`config.mk`:
```
export PLATFORM = sky130hd
export DESIGN_NAME = serial_register_loader
export DESIGN_NICKNAME = d
export VERILOG_FILES = /design/src/hw/loader_pkg.sv /design/src/hw/pin_sync.sv /design/src/hw/serial_register_loader.sv
export SDC_FILE = /design/constraint.sdc
export NUM_CORES = 1
export LEC_CHECK = 0
export ABC_AREA = 1
export BUFFER_PORTS_ARGS = -buffer_cell sky130_fd_sc_hd__buf_2
export CAP_MARGIN = 20
export CORE_ASPECT_RATIO = 0.5
export CORE_UTILIZATION = 57
export CTS_CLUSTER_DIAMETER = 50
export CTS_CLUSTER_SIZE = 16
export DETAILED_ROUTE_END_ITERATION = 10
export PLACE_DENSITY = 0.78
export SLEW_MARGIN = 40
export SYNTH_ARGS = -nofsm -noshare
export SYNTH_HDL_FRONTEND = slang
export SYNTH_SLANG_ARGS = --single-unit
```
`constraint.sdc`:
```
create_clock -name core_clk -period 2.3 [get_ports core_clk]
set_input_delay 0.115 -clock core_clk [delete_from_list [all_inputs] [get_ports core_clk]]
set_output_delay 0.115 -clock core_clk [all_outputs]
set_load 0.02 [all_outputs]
```
`src/hw/loader_pkg.sv`:
```
// constants for the serial register loader
package loader_pkg;
    localparam int WORD_W = 32;
    localparam int LATCH_COUNT = 12;
    localparam int SEL_W = 5;
    localparam logic [4:0] SEL_POWER = 5'h00;
    localparam logic [4:0] SEL_MONITOR = 5'h03;
    localparam logic [4:0] SEL_COMMIT = 5'h05;
    localparam logic [4:0] SEL_FRACTION_NUMERATOR_LOW = 5'h06;
    localparam logic [4:0] SEL_REF = 5'h07;
    localparam logic [4:0] SEL_LIMIT = 5'h0c;
    localparam logic [31:0] LATCH_RESET = 32'h0000_0000;
    // power and calibration control field positions
    localparam int POS_REF_CNT_PUP = 15;
    localparam int POS_FB_CNT_PUP = 14;
    localparam int POS_TX2_CAL = 12;
    localparam int POS_TX1_CAL = 11;
    localparam int POS_OSC_PUP = 10;
    localparam int POS_OSC_CAL = 9;
    localparam int POS_CONV_PUP = 8;
    localparam int POS_TX2_PUP = 7;
    localparam int POS_TX1_PUP = 6;
    localparam int POS_LO_PUP = 5;
    localparam int POS_AUX_GAIN_LSB = 21;
    localparam int AUX_GAIN_W = 3;
    // divider fields
    localparam int POS_INT_LSB = 17;
    localparam int INT_W = 12;
    localparam int POS_FRACTION_NUMERATOR_MSB_LSB = 5;
    localparam int FRACTION_NUMERATOR_MSB_W = 12;
    localparam int POS_FRACTION_NUMERATOR_LOW_LSB = 5;
    localparam int FRACTION_NUMERATOR_LOW_W = 13;
    localparam int FRACTION_NUMERATOR_W = 25;
    localparam logic [11:0] INT_MIN = 12'h04b;
    localparam logic [11:0] INT_MAX = 12'hfff;
    localparam int POS_REF_CNT_LSB = 5;
    localparam int REF_CNT_W = 5;
    localparam int POS_DOUBLER = 10;
    localparam int POS_HALVING = 11;
    localparam int POS_CLK_DIV_LSB = 12;
    localparam int CLK_DIV_W = 12;
    localparam int POS_MONITOR_LSB = 12;
    localparam int MONITOR_W = 4;
    localparam int SYNC_STAGES = 3;
endpackage

```
`src/hw/pin_sync.sv`:
```
// three-stage pin synchroniser with agreement filter and rise detect
`timescale 1ns/1ps
module pin_sync #(
    parameter int W = 1
) (
    input wire logic core_clk,
    input wire logic reset_n,
    input wire logic [W-1:0] pin_in,
    output logic [W-1:0] level,
    output logic [W-1:0] rise
);
    logic [W-1:0] s1_reg;
    logic [W-1:0] s2_reg;
    logic [W-1:0] s3_reg;

    always_ff @(posedge core_clk or negedge reset_n) begin
        if (!reset_n) begin
            s1_reg <= '0;
            s2_reg <= '0;
            s3_reg <= '0;
        end else begin
            s1_reg <= pin_in;
            s2_reg <= s1_reg;
            s3_reg <= s2_reg;
        end
    end

    // a change counts once stages two and three agree
    always_ff @(posedge core_clk or negedge reset_n) begin
        if (!reset_n) begin
            level <= '0;
            rise <= '0;
        end else begin
            for (int i = 0; i < W; i++) begin
                if (s2_reg[i] == s3_reg[i]) begin
                    level[i] <= s3_reg[i];
                end
                rise[i] <= (s2_reg[i] == s3_reg[i]) && s3_reg[i] && !level[i];
            end
        end
    end
endmodule

```
`src/hw/serial_register_loader.sv`:
```
// serial register loader with latch bank, double buffering and power control
`timescale 1ns/1ps
// Operation
// RL1: serial data shifts into a 32-bit register on each serial clock rise.
// RL2: host sends words MSB first, select field arriving last.
// RL3: load strobe rise copies the shift register into one of twelve latches.
// RL4: the five lowest shifted bits pick the destination latch.
// RL5: select codes zero to eleven address latches zero to eleven.
// RL6: fraction low, reference count, doubler, divider, halving, monitor are staged.
// RL7: staged settings take effect only when register five is written.
// RL8: host writes fraction low bits to register six before register five.
// RL9: frequency change starts only after a register zero write.
// RL10: integer word is 12 bits, valid from 75 to 4095.
// RL11: 5-bit reference counter divides by 1 to 32.
// RL12: fraction numerator is held as a 25-bit unsigned value.
// RL13: output frequency is twice reference times integer plus fraction over 2^25.
// RL14: internal reference uses doubler and halving bits, each zero or one.
// RL15: register zero holds power-up bits, calibration triggers and fixed bits.
// RL16: chip enable low powers down; high follows the stored power-up bits.
// RL17: no strobe means no latch change; unlisted select codes are ignored.
module serial_register_loader (
    input wire logic core_clk,
    input wire logic reset_n,
    input wire logic serial_clk,
    input wire logic serial_data,
    input wire logic load_strobe,
    input wire logic chip_enable,
    output logic [11:0] int_word,
    output logic [24:0] fraction_numerator,
    output logic [5:0] ref_ratio,
    output logic ref_doubler,
    output logic reference_halving_bit,
    output logic [11:0] clock_divider,
    output logic [3:0] monitor_output_select,
    output logic [2:0] aux_gain_field,
    output logic ref_counter_power_up,
    output logic feedback_counter_power_up,
    output logic oscillator_power_up,
    output logic converter_power_up,
    output logic transmitter_one_power_up,
    output logic transmitter_two_power_up,
    output logic local_osc_output_power_up,
    output logic oscillator_calibrate,
    output logic transmitter_one_amp_calibrate,
    output logic transmitter_two_amp_calibrate,
    output logic freq_change_start,
    output logic int_range_error
);
    logic [3:0] pin_level;
    logic [3:0] pin_rise;
    logic [31:0] shift_reg;
    logic [11:0][31:0] latch_reg;
    logic [4:0] sel;
    logic load_rise;
    logic sclk_rise;
    logic sdata;
    logic ce_level;
    logic [11:0] int_stage_reg;
    logic [24:0] fraction_numerator_stage_reg;
    logic [4:0] ref_cnt_act_reg;

    pin_sync #(.W(4)) u_pins (
        .core_clk(core_clk),
        .reset_n(reset_n),
        .pin_in({chip_enable, load_strobe, serial_data, serial_clk}),
        .level(pin_level),
        .rise(pin_rise)
    );

    assign sclk_rise = pin_rise[0];
    assign sdata = pin_level[1];
    assign load_rise = pin_rise[2];
    assign ce_level = pin_level[3];
    assign sel = shift_reg[4:0]; // RL4

    // shift in MSB first, one bit per serial clock rise
    always_ff @(posedge core_clk or negedge reset_n) begin
        if (!reset_n) begin
            shift_reg <= loader_pkg::LATCH_RESET;
        end else if (sclk_rise) begin
            shift_reg <= {shift_reg[30:0], sdata}; // RL1 RL2
        end
    end

    // latch bank write on load strobe rise
    always_ff @(posedge core_clk or negedge reset_n) begin
        if (!reset_n) begin
            latch_reg <= '{default: loader_pkg::LATCH_RESET};
        end else if (load_rise && sel < loader_pkg::SEL_LIMIT) begin // RL17
            latch_reg[sel] <= shift_reg; // RL3 RL5
        end
    end

    // staged settings adopted when register five is written
    always_ff @(posedge core_clk or negedge reset_n) begin
        if (!reset_n) begin
            int_stage_reg <= '0;
            fraction_numerator_stage_reg <= '0;
            ref_cnt_act_reg <= '0;
            ref_doubler <= 1'b0;
            reference_halving_bit <= 1'b0;
            clock_divider <= '0;
            monitor_output_select <= '0;
        end else if (load_rise && sel == loader_pkg::SEL_COMMIT) begin // RL7
            int_stage_reg <= shift_reg[loader_pkg::POS_INT_LSB +: loader_pkg::INT_W];
            fraction_numerator_stage_reg <= {shift_reg[loader_pkg::POS_FRACTION_NUMERATOR_MSB_LSB +: loader_pkg::FRACTION_NUMERATOR_MSB_W],
                latch_reg[6][loader_pkg::POS_FRACTION_NUMERATOR_LOW_LSB +: loader_pkg::FRACTION_NUMERATOR_LOW_W]}; // RL6 RL12
            ref_cnt_act_reg <= latch_reg[7][loader_pkg::POS_REF_CNT_LSB +: loader_pkg::REF_CNT_W];
            ref_doubler <= latch_reg[7][loader_pkg::POS_DOUBLER]; // RL14
            reference_halving_bit <= latch_reg[7][loader_pkg::POS_HALVING];
            clock_divider <= latch_reg[7][loader_pkg::POS_CLK_DIV_LSB +: loader_pkg::CLK_DIV_W];
            monitor_output_select <= latch_reg[3][loader_pkg::POS_MONITOR_LSB +:
                loader_pkg::MONITOR_W]; // RL6
        end
    end

    // a stored count of zero divides by 32
    always_ff @(posedge core_clk or negedge reset_n) begin
        if (!reset_n) begin
            ref_ratio <= 6'h20;
        end else begin
            ref_ratio <= (ref_cnt_act_reg == 5'h00) ? 6'h20 : {1'b0, ref_cnt_act_reg}; // RL11
        end
    end

    // divider words applied to the synthesiser only on a register zero write
    always_ff @(posedge core_clk or negedge reset_n) begin
        if (!reset_n) begin
            int_word <= '0;
            fraction_numerator <= '0;
            freq_change_start <= 1'b0;
            int_range_error <= 1'b0;
        end else begin
            freq_change_start <= load_rise && sel == loader_pkg::SEL_POWER; // RL9
            if (load_rise && sel == loader_pkg::SEL_POWER) begin
                int_word <= int_stage_reg; // RL13
                fraction_numerator <= fraction_numerator_stage_reg;
                int_range_error <= int_stage_reg < loader_pkg::INT_MIN; // RL10
            end
        end
    end

    // power-up outputs follow chip enable and register zero
    always_ff @(posedge core_clk or negedge reset_n) begin
        if (!reset_n) begin
            ref_counter_power_up <= 1'b0;
            feedback_counter_power_up <= 1'b0;
            oscillator_power_up <= 1'b0;
            converter_power_up <= 1'b0;
            transmitter_one_power_up <= 1'b0;
            transmitter_two_power_up <= 1'b0;
            local_osc_output_power_up <= 1'b0;
            aux_gain_field <= '0;
        end else begin
            ref_counter_power_up <= ce_level && latch_reg[0][loader_pkg::POS_REF_CNT_PUP]; // RL16
            feedback_counter_power_up <= ce_level && latch_reg[0][loader_pkg::POS_FB_CNT_PUP];
            oscillator_power_up <= ce_level && latch_reg[0][loader_pkg::POS_OSC_PUP]; // RL15
            converter_power_up <= ce_level && latch_reg[0][loader_pkg::POS_CONV_PUP];
            transmitter_one_power_up <= ce_level && latch_reg[0][loader_pkg::POS_TX1_PUP];
            transmitter_two_power_up <= ce_level && latch_reg[0][loader_pkg::POS_TX2_PUP];
            local_osc_output_power_up <= ce_level && latch_reg[0][loader_pkg::POS_LO_PUP];
            aux_gain_field <= latch_reg[0][loader_pkg::POS_AUX_GAIN_LSB +: loader_pkg::AUX_GAIN_W];
        end
    end

    // calibration triggers pulse once per register zero write that sets their bit
    always_ff @(posedge core_clk or negedge reset_n) begin
        if (!reset_n) begin
            oscillator_calibrate <= 1'b0;
            transmitter_one_amp_calibrate <= 1'b0;
            transmitter_two_amp_calibrate <= 1'b0;
        end else begin
            oscillator_calibrate <= load_rise && sel == loader_pkg::SEL_POWER
                && shift_reg[loader_pkg::POS_OSC_CAL]; // RL15
            transmitter_one_amp_calibrate <= load_rise && sel == loader_pkg::SEL_POWER
                && shift_reg[loader_pkg::POS_TX1_CAL];
            transmitter_two_amp_calibrate <= load_rise && sel == loader_pkg::SEL_POWER
                && shift_reg[loader_pkg::POS_TX2_CAL];
        end
    end

    a_shift_msb_first: assert property (@(posedge core_clk) disable iff (!reset_n) // RL1
        sclk_rise |=> shift_reg == {$past(shift_reg[30:0]), $past(sdata)})
        else $error("shift register did not take the data bit");
    a_latch_selected: assert property (@(posedge core_clk) disable iff (!reset_n) // RL3
        load_rise && sel < loader_pkg::SEL_LIMIT |=> latch_reg[$past(sel)] == $past(shift_reg))
        else $error("selected latch not loaded");
    a_no_strobe_hold: assert property (@(posedge core_clk) disable iff (!reset_n) // RL17
        !load_rise |=> $stable(latch_reg))
        else $error("latch changed without a load strobe");
    a_unlisted_ignored: assert property (@(posedge core_clk) disable iff (!reset_n) // RL5
        load_rise && sel >= loader_pkg::SEL_LIMIT |=> $stable(latch_reg))
        else $error("unlisted select code changed a latch");
    a_fraction_numerator_staged: assert property (@(posedge core_clk) disable iff (!reset_n) // RL7
        !(load_rise && sel == loader_pkg::SEL_COMMIT) |=> $stable(fraction_numerator_stage_reg)
        && $stable(ref_cnt_act_reg) && $stable(monitor_output_select))
        else $error("staged setting moved without a register five write");
    a_freq_on_zero: assert property (@(posedge core_clk) disable iff (!reset_n) // RL9
        freq_change_start == $past(load_rise && sel == loader_pkg::SEL_POWER)
        && (freq_change_start || $stable(int_word)))
        else $error("frequency change outside a register zero write");
    a_shift_quiet: assert property (@(posedge core_clk) disable iff (!reset_n) // RL1
        !sclk_rise |=> $stable(shift_reg))
        else $error("shift register moved without a serial clock rise");
    a_commit_adopts: assert property (@(posedge core_clk) disable iff (!reset_n) // RL6
        load_rise && sel == loader_pkg::SEL_COMMIT |=> ref_cnt_act_reg
        == $past(latch_reg[7][loader_pkg::POS_REF_CNT_LSB +: loader_pkg::REF_CNT_W]))
        else $error("staged reference count not adopted on register five write");
    a_power_follows: assert property (@(posedge core_clk) disable iff (!reset_n) // RL15
        ce_level |=> oscillator_power_up == $past(latch_reg[0][loader_pkg::POS_OSC_PUP]))
        else $error("oscillator power bit does not follow register zero");
    a_cal_single: assert property (@(posedge core_clk) disable iff (!reset_n) // RL15
        oscillator_calibrate |=> !oscillator_calibrate)
        else $error("calibration trigger longer than one cycle");
    a_int_range: assert property (@(posedge core_clk) disable iff (!reset_n) // RL10
        freq_change_start |-> int_range_error == (int_word < loader_pkg::INT_MIN))
        else $error("integer range flag wrong");
    a_ref_ratio_bound: assert property (@(posedge core_clk) disable iff (!reset_n) // RL11
        ##1 ref_ratio >= 6'h01 && ref_ratio <= 6'h20)
        else $error("reference ratio out of range");
    a_ce_power_down: assert property (@(posedge core_clk) disable iff (!reset_n) // RL16
        !ce_level |=> !oscillator_power_up && !ref_counter_power_up && !transmitter_one_power_up)
        else $error("block powered while chip enable low");
endmodule

```
-- Word level (Yosys, flattened, before mapping)
Index checks and enable logic that the tools add are counted.
- output and inout bits: 76
- flip-flop bits (word level): 553
- bits of input ports: 6
- word-level logic and storage cells: 82
- equal/unequal tests: 5
- reductions and logical operators: 25
- $lt $le $gt $ge: 4
- mux-type cells: 4
- operators with widths (operator ; count):
    384-bit bitwise mux ; 1
    32-bit demux with 4-bit select ; 1
    32-bit 2-to-1 mux ; 1
    1-bit logical AND ; 20
    12-bit by 7-bit < comparator with 1-bit output, second input constant ; 1
    5-bit zero test ; 2
    6-bit 2-to-1 mux ; 1
    5-bit by 3-bit == test with 1-bit output, second input constant ; 1
    5-bit by 1-bit greater-or-equal comparator with 1-bit output, second input constant ; 1
    5-bit by 4-bit < comparator with 1-bit output, second input constant ; 1
    5-bit < comparator, second input constant ; 1
    1-bit == test ; 4
    1-bit zero test ; 3

-- Logic depth before layout (Yosys ltp)
Gate-level depths: netlist of run 1.
- depth after elaboration: 5
- gate-level depth with buffers: 8
- mapped depth without buffers: 6

-- Cells and area by module
Synthesis of run 1 repeated with hierarchy kept, for this count alone.
- cell total of the unflattened synthesis: 787
- area total of the unflattened synthesis: 8086.5 um2
- modules (own cells, without submodules) (module ; sequential area each (um2) ; area an instance (um2) ; cells an instance ; times used):
    serial_register_loader ; 4830.9 ; 7445.9 ; 739 ; 1
    pin_sync ; 500.5 ; 640.6 ; 48 ; 1

-- Worst setup path after synthesis of run 1
OpenSTA, ideal clock, no wires.
- path type: register to register
- from: reg shift_reg[3]
- to: reg fraction_numerator[15]
- data required time: 2183 ps
- stages on the path, launching flop included: 9
- arrival time: 1192 ps
- buffers on the path: 2
- setup time: 117 ps
- path slack: 991 ps
- clock period less this slack: 1309 ps
- cell sequence: dfrtp_1 > nor2_1 > nand2_1 > nor2_4 > inv_2 > buf_4 > buf_6 > nand2_1 > nand2_1
- cells in the longest elaborated chain, start to end: 2
- RTL lines (item ; RTL line ; text):
    start, declared ; serial_register_loader.sv:51 ; logic [31:0] shift_reg;
    start signal, assigned ; serial_register_loader.sv:79 ; shift_reg <= loader_pkg::LATCH_RESET;
    start signal, assigned ; serial_register_loader.sv:81 ; shift_reg <= {shift_reg[30:0], sdata};
    5-bit zero test ; serial_register_loader.sv:135 ; if (load_rise && sel == loader_pkg::SEL_POWER) begin
    1-bit logical AND ; serial_register_loader.sv:135 ;
    end signal, assigned ; serial_register_loader.sv:137 ; fraction_numerator <= fraction_numerator_stage_reg;
    end, declared ; serial_register_loader.sv:29 ; output logic [24:0] fraction_numerator,
Every way passes these cells.
A chain may end at the register's enable or synchronous reset.

-- Worst setup path after layout of run 1
- from: reg shift_reg[4]
- to: reg fraction_numerator_stage_reg[22]
- cells in the longest elaborated chain, start to end: 2
- RTL lines (item ; RTL line ; text):
    5-bit by 3-bit == test with 1-bit output ; serial_register_loader.sv:104 ; end else if (load_rise && sel == loader_pkg::SEL_COMMIT) begin
    1-bit logical AND ; serial_register_loader.sv:104 ;
    end signal, assigned ; serial_register_loader.sv:106 ; fraction_numerator_stage_reg <= {shift_reg[loader_pkg::POS_FRACTION_NUMERATOR_MSB_LSB +: loader_pkg::FRACTION_ ...
    end, declared ; serial_register_loader.sv:59 ; logic [24:0] fraction_numerator_stage_reg;
Every way passes these cells.

==> metrics.txt, run 1 <==
global-route wire length before repair=25.2 mm; number of synthesized flops with an enable pin=0; Synth Register Bits=211; Gate Count Post-Synth=741; Tcrit/Tclk final=79.3%; Tmin final=1.82 ns; Ports=82; ratio of cells with drive above 1 in the final layout=14.9%; Final Util=67.5%; cell taking the most area after synthesis=dfrtp_1; Hold Path Class=in2async; deepest clock path buffer count=3; sequential-to-total area share from yosys stat=69.9%; Clk pin slew, worst setup/hold paths=0.07 ns; distinct cell type count after synthesis=23; gr usage total=23.5%; Worst Path Arrival=2.15 ns; root buffer cell=clkbuf_16; routed via count=5134; skew final=0.0215 ns; CP required=2.63 ns; top post-synthesis cells by area=dfrtp_1 70%, nand2_1 13%, o21ai_0 7.4%; PwrDens=829 mW/mm2; initial core utilization=59.0%; WL final=15.2 mm; Final HPWL DP=9.69 mm; GRT overflow=0; Yosys top cell area share=69.5%; CTS tree=yes; number of routed nets with antenna violations=0; DIE HEIGHT=83.4 um; DIE AREA=0.0138 mm2; largest net degree at the start of global routing=79; starting DRC count in detailed routing=483; Worst Setup End Kind=flip-flop; Syn Nets=749; number of flip-flops under the largest register name=46; vias in the first global route=4969; Post-Synth XOR/XNOR Area=0%; Async SR Flop Fraction=100%; fmax=0.548 GHz; top cells by count, synth=271 x nand2_1, 210 x dfrtp_1, 112 x o21ai_0; die span in x=165 um; unrepaired setup endpoints after global routing=false; CP startpoint kind=flip-flop; VDD IR-drop max=0.595 mV; number of instances resized during post-cts repair=0; Syn. warnings=0; worst-path fanout max=33; Worst Tran Pin Value=0.650 ns; filler instances=970; CORE AREA=0.0128 mm2; largest family of logic cells by synthesized area=simple AND/OR/NAND/NOR gates; Pleak=0.00448 uW; status=completed; CTS Buf Count=17; crit path kind=reg2reg; fin. max-slew vios=0; Final #Nets=826; setup total negative slack=0 ns; row count=29; Compound-Gate Fraction of Synth Area=8.54%; Ant. Diodes=0; initial antenna violation count=0; drt first pass iters=5; top_reg_cell synth=dfrtp_1; DRC viols=0; Syn Area/Cell=10.2 um2; max_cap viols=0; Synth Area in Adders=0.596%; Clock Latency Late Sink=0.48 ns; clock tree sinks=211; most common cell in the netlist=nand2_1; mapped cell area=0.00756 mm2; GP Congestion=0.800; Vias/cell=5.16; routed len/inst=15.3 um; IO Port Bufs=81; Final setup viols=0; post-synthesis simple-gate area fraction=15.4%; Relative slew margins=56.7%; final hold violation count=0; post-synthesis mux area share=0.298%; Layout area overhead=14.4%; H-Tree Depth=1
==> where the power goes <==
group | total (uW) | internal [uW] | switching (uW)
sequential | 4010 | 3890 | 125
clock | 2630 | 1370 | 1250
combinational | 533 | 133 | 400
total | 7170 | 5400 | 1780
==> routing by layer <==
layer  vias to the layer above  GRT usage (%)  part of all wire (%)
met1                      2520           38.0                    49
met3                        19           4.05                   6.0
met2                       128           33.9                    44
met4                         0           4.34                   1.2
met5                         -              0                     0
li1                       2467              -                     -
==> layout make-up <==
type	count	area [um2]	area share, %
clock buffer	23	448	5.18
clock inverter	2	25.0	0.289
inverter	56	210	2.43
multi-input combinational	434	1880	21.7
sequential	211	5280	61.1
tap	170	213	2.46
timing repair buffer	98	592	6.84
==> through the flow <==
| stage | setup WS, ns | hold slack, ns | cell area, um2 | total power, uW | cells |
|---|---|---|---|---|---|
| floorplan | 0.991 | -0.181 | 7560 | 4340 | 741 |
| global placement | 0.611 | 0.162 | 8130 | 4570 | 964 |
| detailed placement | 0.530 | 0.168 | 8130 | 4610 | 964 |
| CTS | 0.501 | 0.234 | 8650 | 7220 | 994 |
| global route | 0.331 | 0.254 | 8650 | 7450 | 994 |
| finish | 0.476 | 0.196 | 8650 | 7170 | 994 |
==> what timing repair did <==
action | 4_1_cts | 5_1_grt
hold endpoints to repair | 75 | 0
buffers inserted | 0 | 0
hold buffers | 5 | 0
==> worst max-delay path, cell delays in order (launching register included) <==
cell     delay, ns
dfrtp_1       0.42
nor2_2        0.21
nand4_1       0.44
buf_4         0.41
nand2_1       0.09
o21ai_0       0.09
==> worst paths after layout <==
| path | cells after the start | startpoint | slack [ns] | endpoint |
|---|---|---|---|---|
| worst max-delay path | 5 | shift_reg[4] | 0.48 | fraction_numerator_stage_reg[22] |
| worst min-delay path | 2 | reset_n | 0.20 | latch_reg[14] |
| worst max register to register | 5 | shift_reg[4] | 0.48 | fraction_numerator_stage_reg[22] |
| worst min register to register | 0 | u_pins.s1_reg[1] | 0.35 | u_pins.s2_reg[1] |
| max in group asynchronous | 3 | reset_n | 1.30 | ref_ratio[5] |
| min in group core_clk | 2 | serial_data | 0.27 | u_pins.s1_reg[1] |
==> kinds of logic (layout without fill, tap and decap cells) <==
| logic type | Yosys count | in the layout |
|---|---|---|
| buffers and inverters | 96 | 179 |
| AND/OR/NAND/NOR | 299 | 299 |
| flip-flops | 211 | 211 |
| adder cells (fa/ha/maj) | 4 | 4 |
| AO/OA/AOI/OAI | 129 | 129 |
| multiplexers | 2 | 2 |
==> layout by cell type (no fill, tap or decap), types with 3 or more instances in the layout <==
master,netlist,routed
nor2_1,14,14
nand3_1,6,6
buf_2,14,80
dfrtp_1,210,210
nand2_1,271,271
o21ai_1,15,15
clkbuf_1,22,6
buf_12,0,3
inv_1,52,52
buf_4,1,9
o21ai_0,112,112
dlygate4sd3_1,0,5
clkbuf_16,0,17
inv_2,4,4
Note: power is estimated with default switching activity, not from simulation.
==> run 2: changes to the inputs <==
==> constraint.sdc (replaced) <==
create_clock -name core_clk -period 1.88 [get_ports core_clk]
set_input_delay 0.094 -clock core_clk [delete_from_list [all_inputs] [get_ports core_clk]]
set_output_delay 0.094 -clock core_clk [all_outputs]
set_load 0.02 [all_outputs]
==> run 2 against run 1 <==
Fmax up 19%; sequential power up 22%; first-iteration DRC count up 4.8%; critical endpoint is now fraction_numerator_stage_reg[1]; register-to-register slack worse by 0.13 ns; largest cell class unchanged; hold slack worse by 0.10 ns; setup slack worse by 0.13 ns; sequential share of layout area down 0.20 points; final cell count up 0.10%.
==> metrics.txt, run 2 (synthesis results as in run 1) <==
status=completed; Relative slew margins=67.1%; Final HPWL DP=9.60 mm; WL final=14.8 mm; Worst Setup End Kind=flip-flop; number of instances resized during post-cts repair=0; DIE HEIGHT=83.4 um; commonest non-fill, non-tap cell in the layout=nand2_1; Internal Dissipation=6630 uW; IO Port Bufs=81; max_cap viols=0; GRT overflow=0; Crit. path cell count=6; Vias/cell=5.16; routed len/inst=14.9 um; Ports=82; ratio of cells with drive above 1 in the final layout=15.2%; unrepaired setup endpoints after global routing=false; die span in x=165 um; largest net degree at the start of global routing=79; FF-to-FF path depth=6; register share of total power=55.9%; global-route wire length before repair=25.0 mm; skew final=0.0148 ns; starting DRC count in detailed routing=506; final hold violation count=0; Worst Tran Pin Value=0.493 ns; gr usage total=23.3%; Clk pwr share=36.6%; fin. max-slew vios=0; initial antenna violation count=0; fmax=0.652 GHz; CTS tree=yes; CP startpoint kind=flip-flop; Worst Path Arrival=1.92 ns; number of flip-flops under the largest register name=46; setup total negative slack=0 ns; Clk pin slew, worst setup/hold paths=0.07 ns; CP max stage cell=dfrtp_1; vias in the first global route=4980; Switching Power=2140 uW; number of routed nets with antenna violations=0; postcts setup bufs=0; routed via count=5135; drt first pass iters=5; Final setup viols=0; Pleak=0.00450 uW; VDD IR-drop max=0.570 mV; GP Congestion=0.775; worst-path fanout max=36; Buf+Inv Stages, Crit Path=1; Final WS setup=0.345 ns; CTS Buf Count=17; Critical Path Max Stage Delay=0.41 ns; Ant. Diodes=0; H-Tree Depth=1; DRC viols=0; row count=29; most frequent cells in the layout=271 x nand2_1, 210 x dfrtp_1, 112 x o21ai_0, 80 x buf_2, 52 x inv_1; crit path cell chain=nor2_2, nand3_1, nor2_4, buf_4, nand2_1, o21ai_0; Final #Nets=828; Layout area overhead=14.8%; Comb pwr share=7.4%; Clock Latency Late Sink=0.47 ns; root buffer cell=clkbuf_16; crit path kind=reg2reg; Tcrit/Tclk final=81.6%; switching share of power=24.4%; deepest clock path buffer count=3; CORE AREA=0.0128 mm2; CP top delay family=simple AND/OR/NAND/NOR gates; Tmin final=1.53 ns; clock tree sinks=211; CP required=2.26 ns; Post-CTS Hold Buffers=5; filler instances=973; Placement Setup Slack=0.400 ns; Hold Path Class=in2async; initial core utilization=59.0%; DIE AREA=0.0138 mm2; PwrDens=1010 mW/mm2
## run 2: stage by stage
stage	hold WS [ns]	total power [uW]	cell area, um2	std cells	utilization, %
after floorplan	-0.202	5310	7560	741	-
after global placement	0.0119	5600	8150	966	63.7
after detailed placement	0.0135	5630	8150	966	63.7
after CTS	0.0894	8830	8680	995	67.7
after global routing	0.124	9120	8680	995	67.7
final	0.0918	8770	8680	995	67.7
## run 2: worst reg2reg max path, cell delays in order, from the launching register on
cell,delay [ns]
dfrtp_1,0.41
nor2_2,0.20
nand3_1,0.17
nor2_4,0.12
buf_4,0.33
nand2_1,0.14
o21ai_0,0.09
## run 2: power by group through the flow
stage          sequential (uW)  clock (uW)  combinational [uW]
6_report                  4900        3210                 651
5_1_grt                   4930        3460                 731
4_1_cts                   4900        3270                 657
3_5_place_dp              4980           0                 650
3_3_place_gp              4970           0                 621
2_1_floorplan             5000           0                 317
## run 2: routing by layer
metal | routed length (um) | global-route usage (%)
met4 | 192 | 5.42
met3 | 897 | 4.60
met1 | 7160 | 36.2
met2 | 6590 | 34.0
met5 | 0 | 0
## run 2: path summary, 6_finish.rpt
check | from | endpoint | slack (ns)
setup / recovery | shift_reg[4] | fraction_numerator_stage_reg[1] | 0.35
hold / removal | reset_n | fraction_numerator[16] | 0.09
setup reg to reg | shift_reg[4] | fraction_numerator_stage_reg[1] | 0.35
hold reg to reg | u_pins.s1_reg[0] | u_pins.s2_reg[0] | 0.35
max in group asynchronous | reset_n | ref_ratio[5] | 1.13
min in group core_clk | load_strobe | u_pins.s1_reg[2] | 0.27
## run 2: layout make-up
cell class | count | area, um2 | area share, %
Clock buffer | 23 | 458 | 5.28
Clock inverter | 1 | 16.3 | 0.187
Inverter | 56 | 210 | 2.42
Multi-Input combinational cell | 434 | 1880 | 21.7
Sequential cell | 211 | 5280 | 60.9
Tap cell | 170 | 213 | 2.45
Timing Repair Buffer | 100 | 619 | 7.14
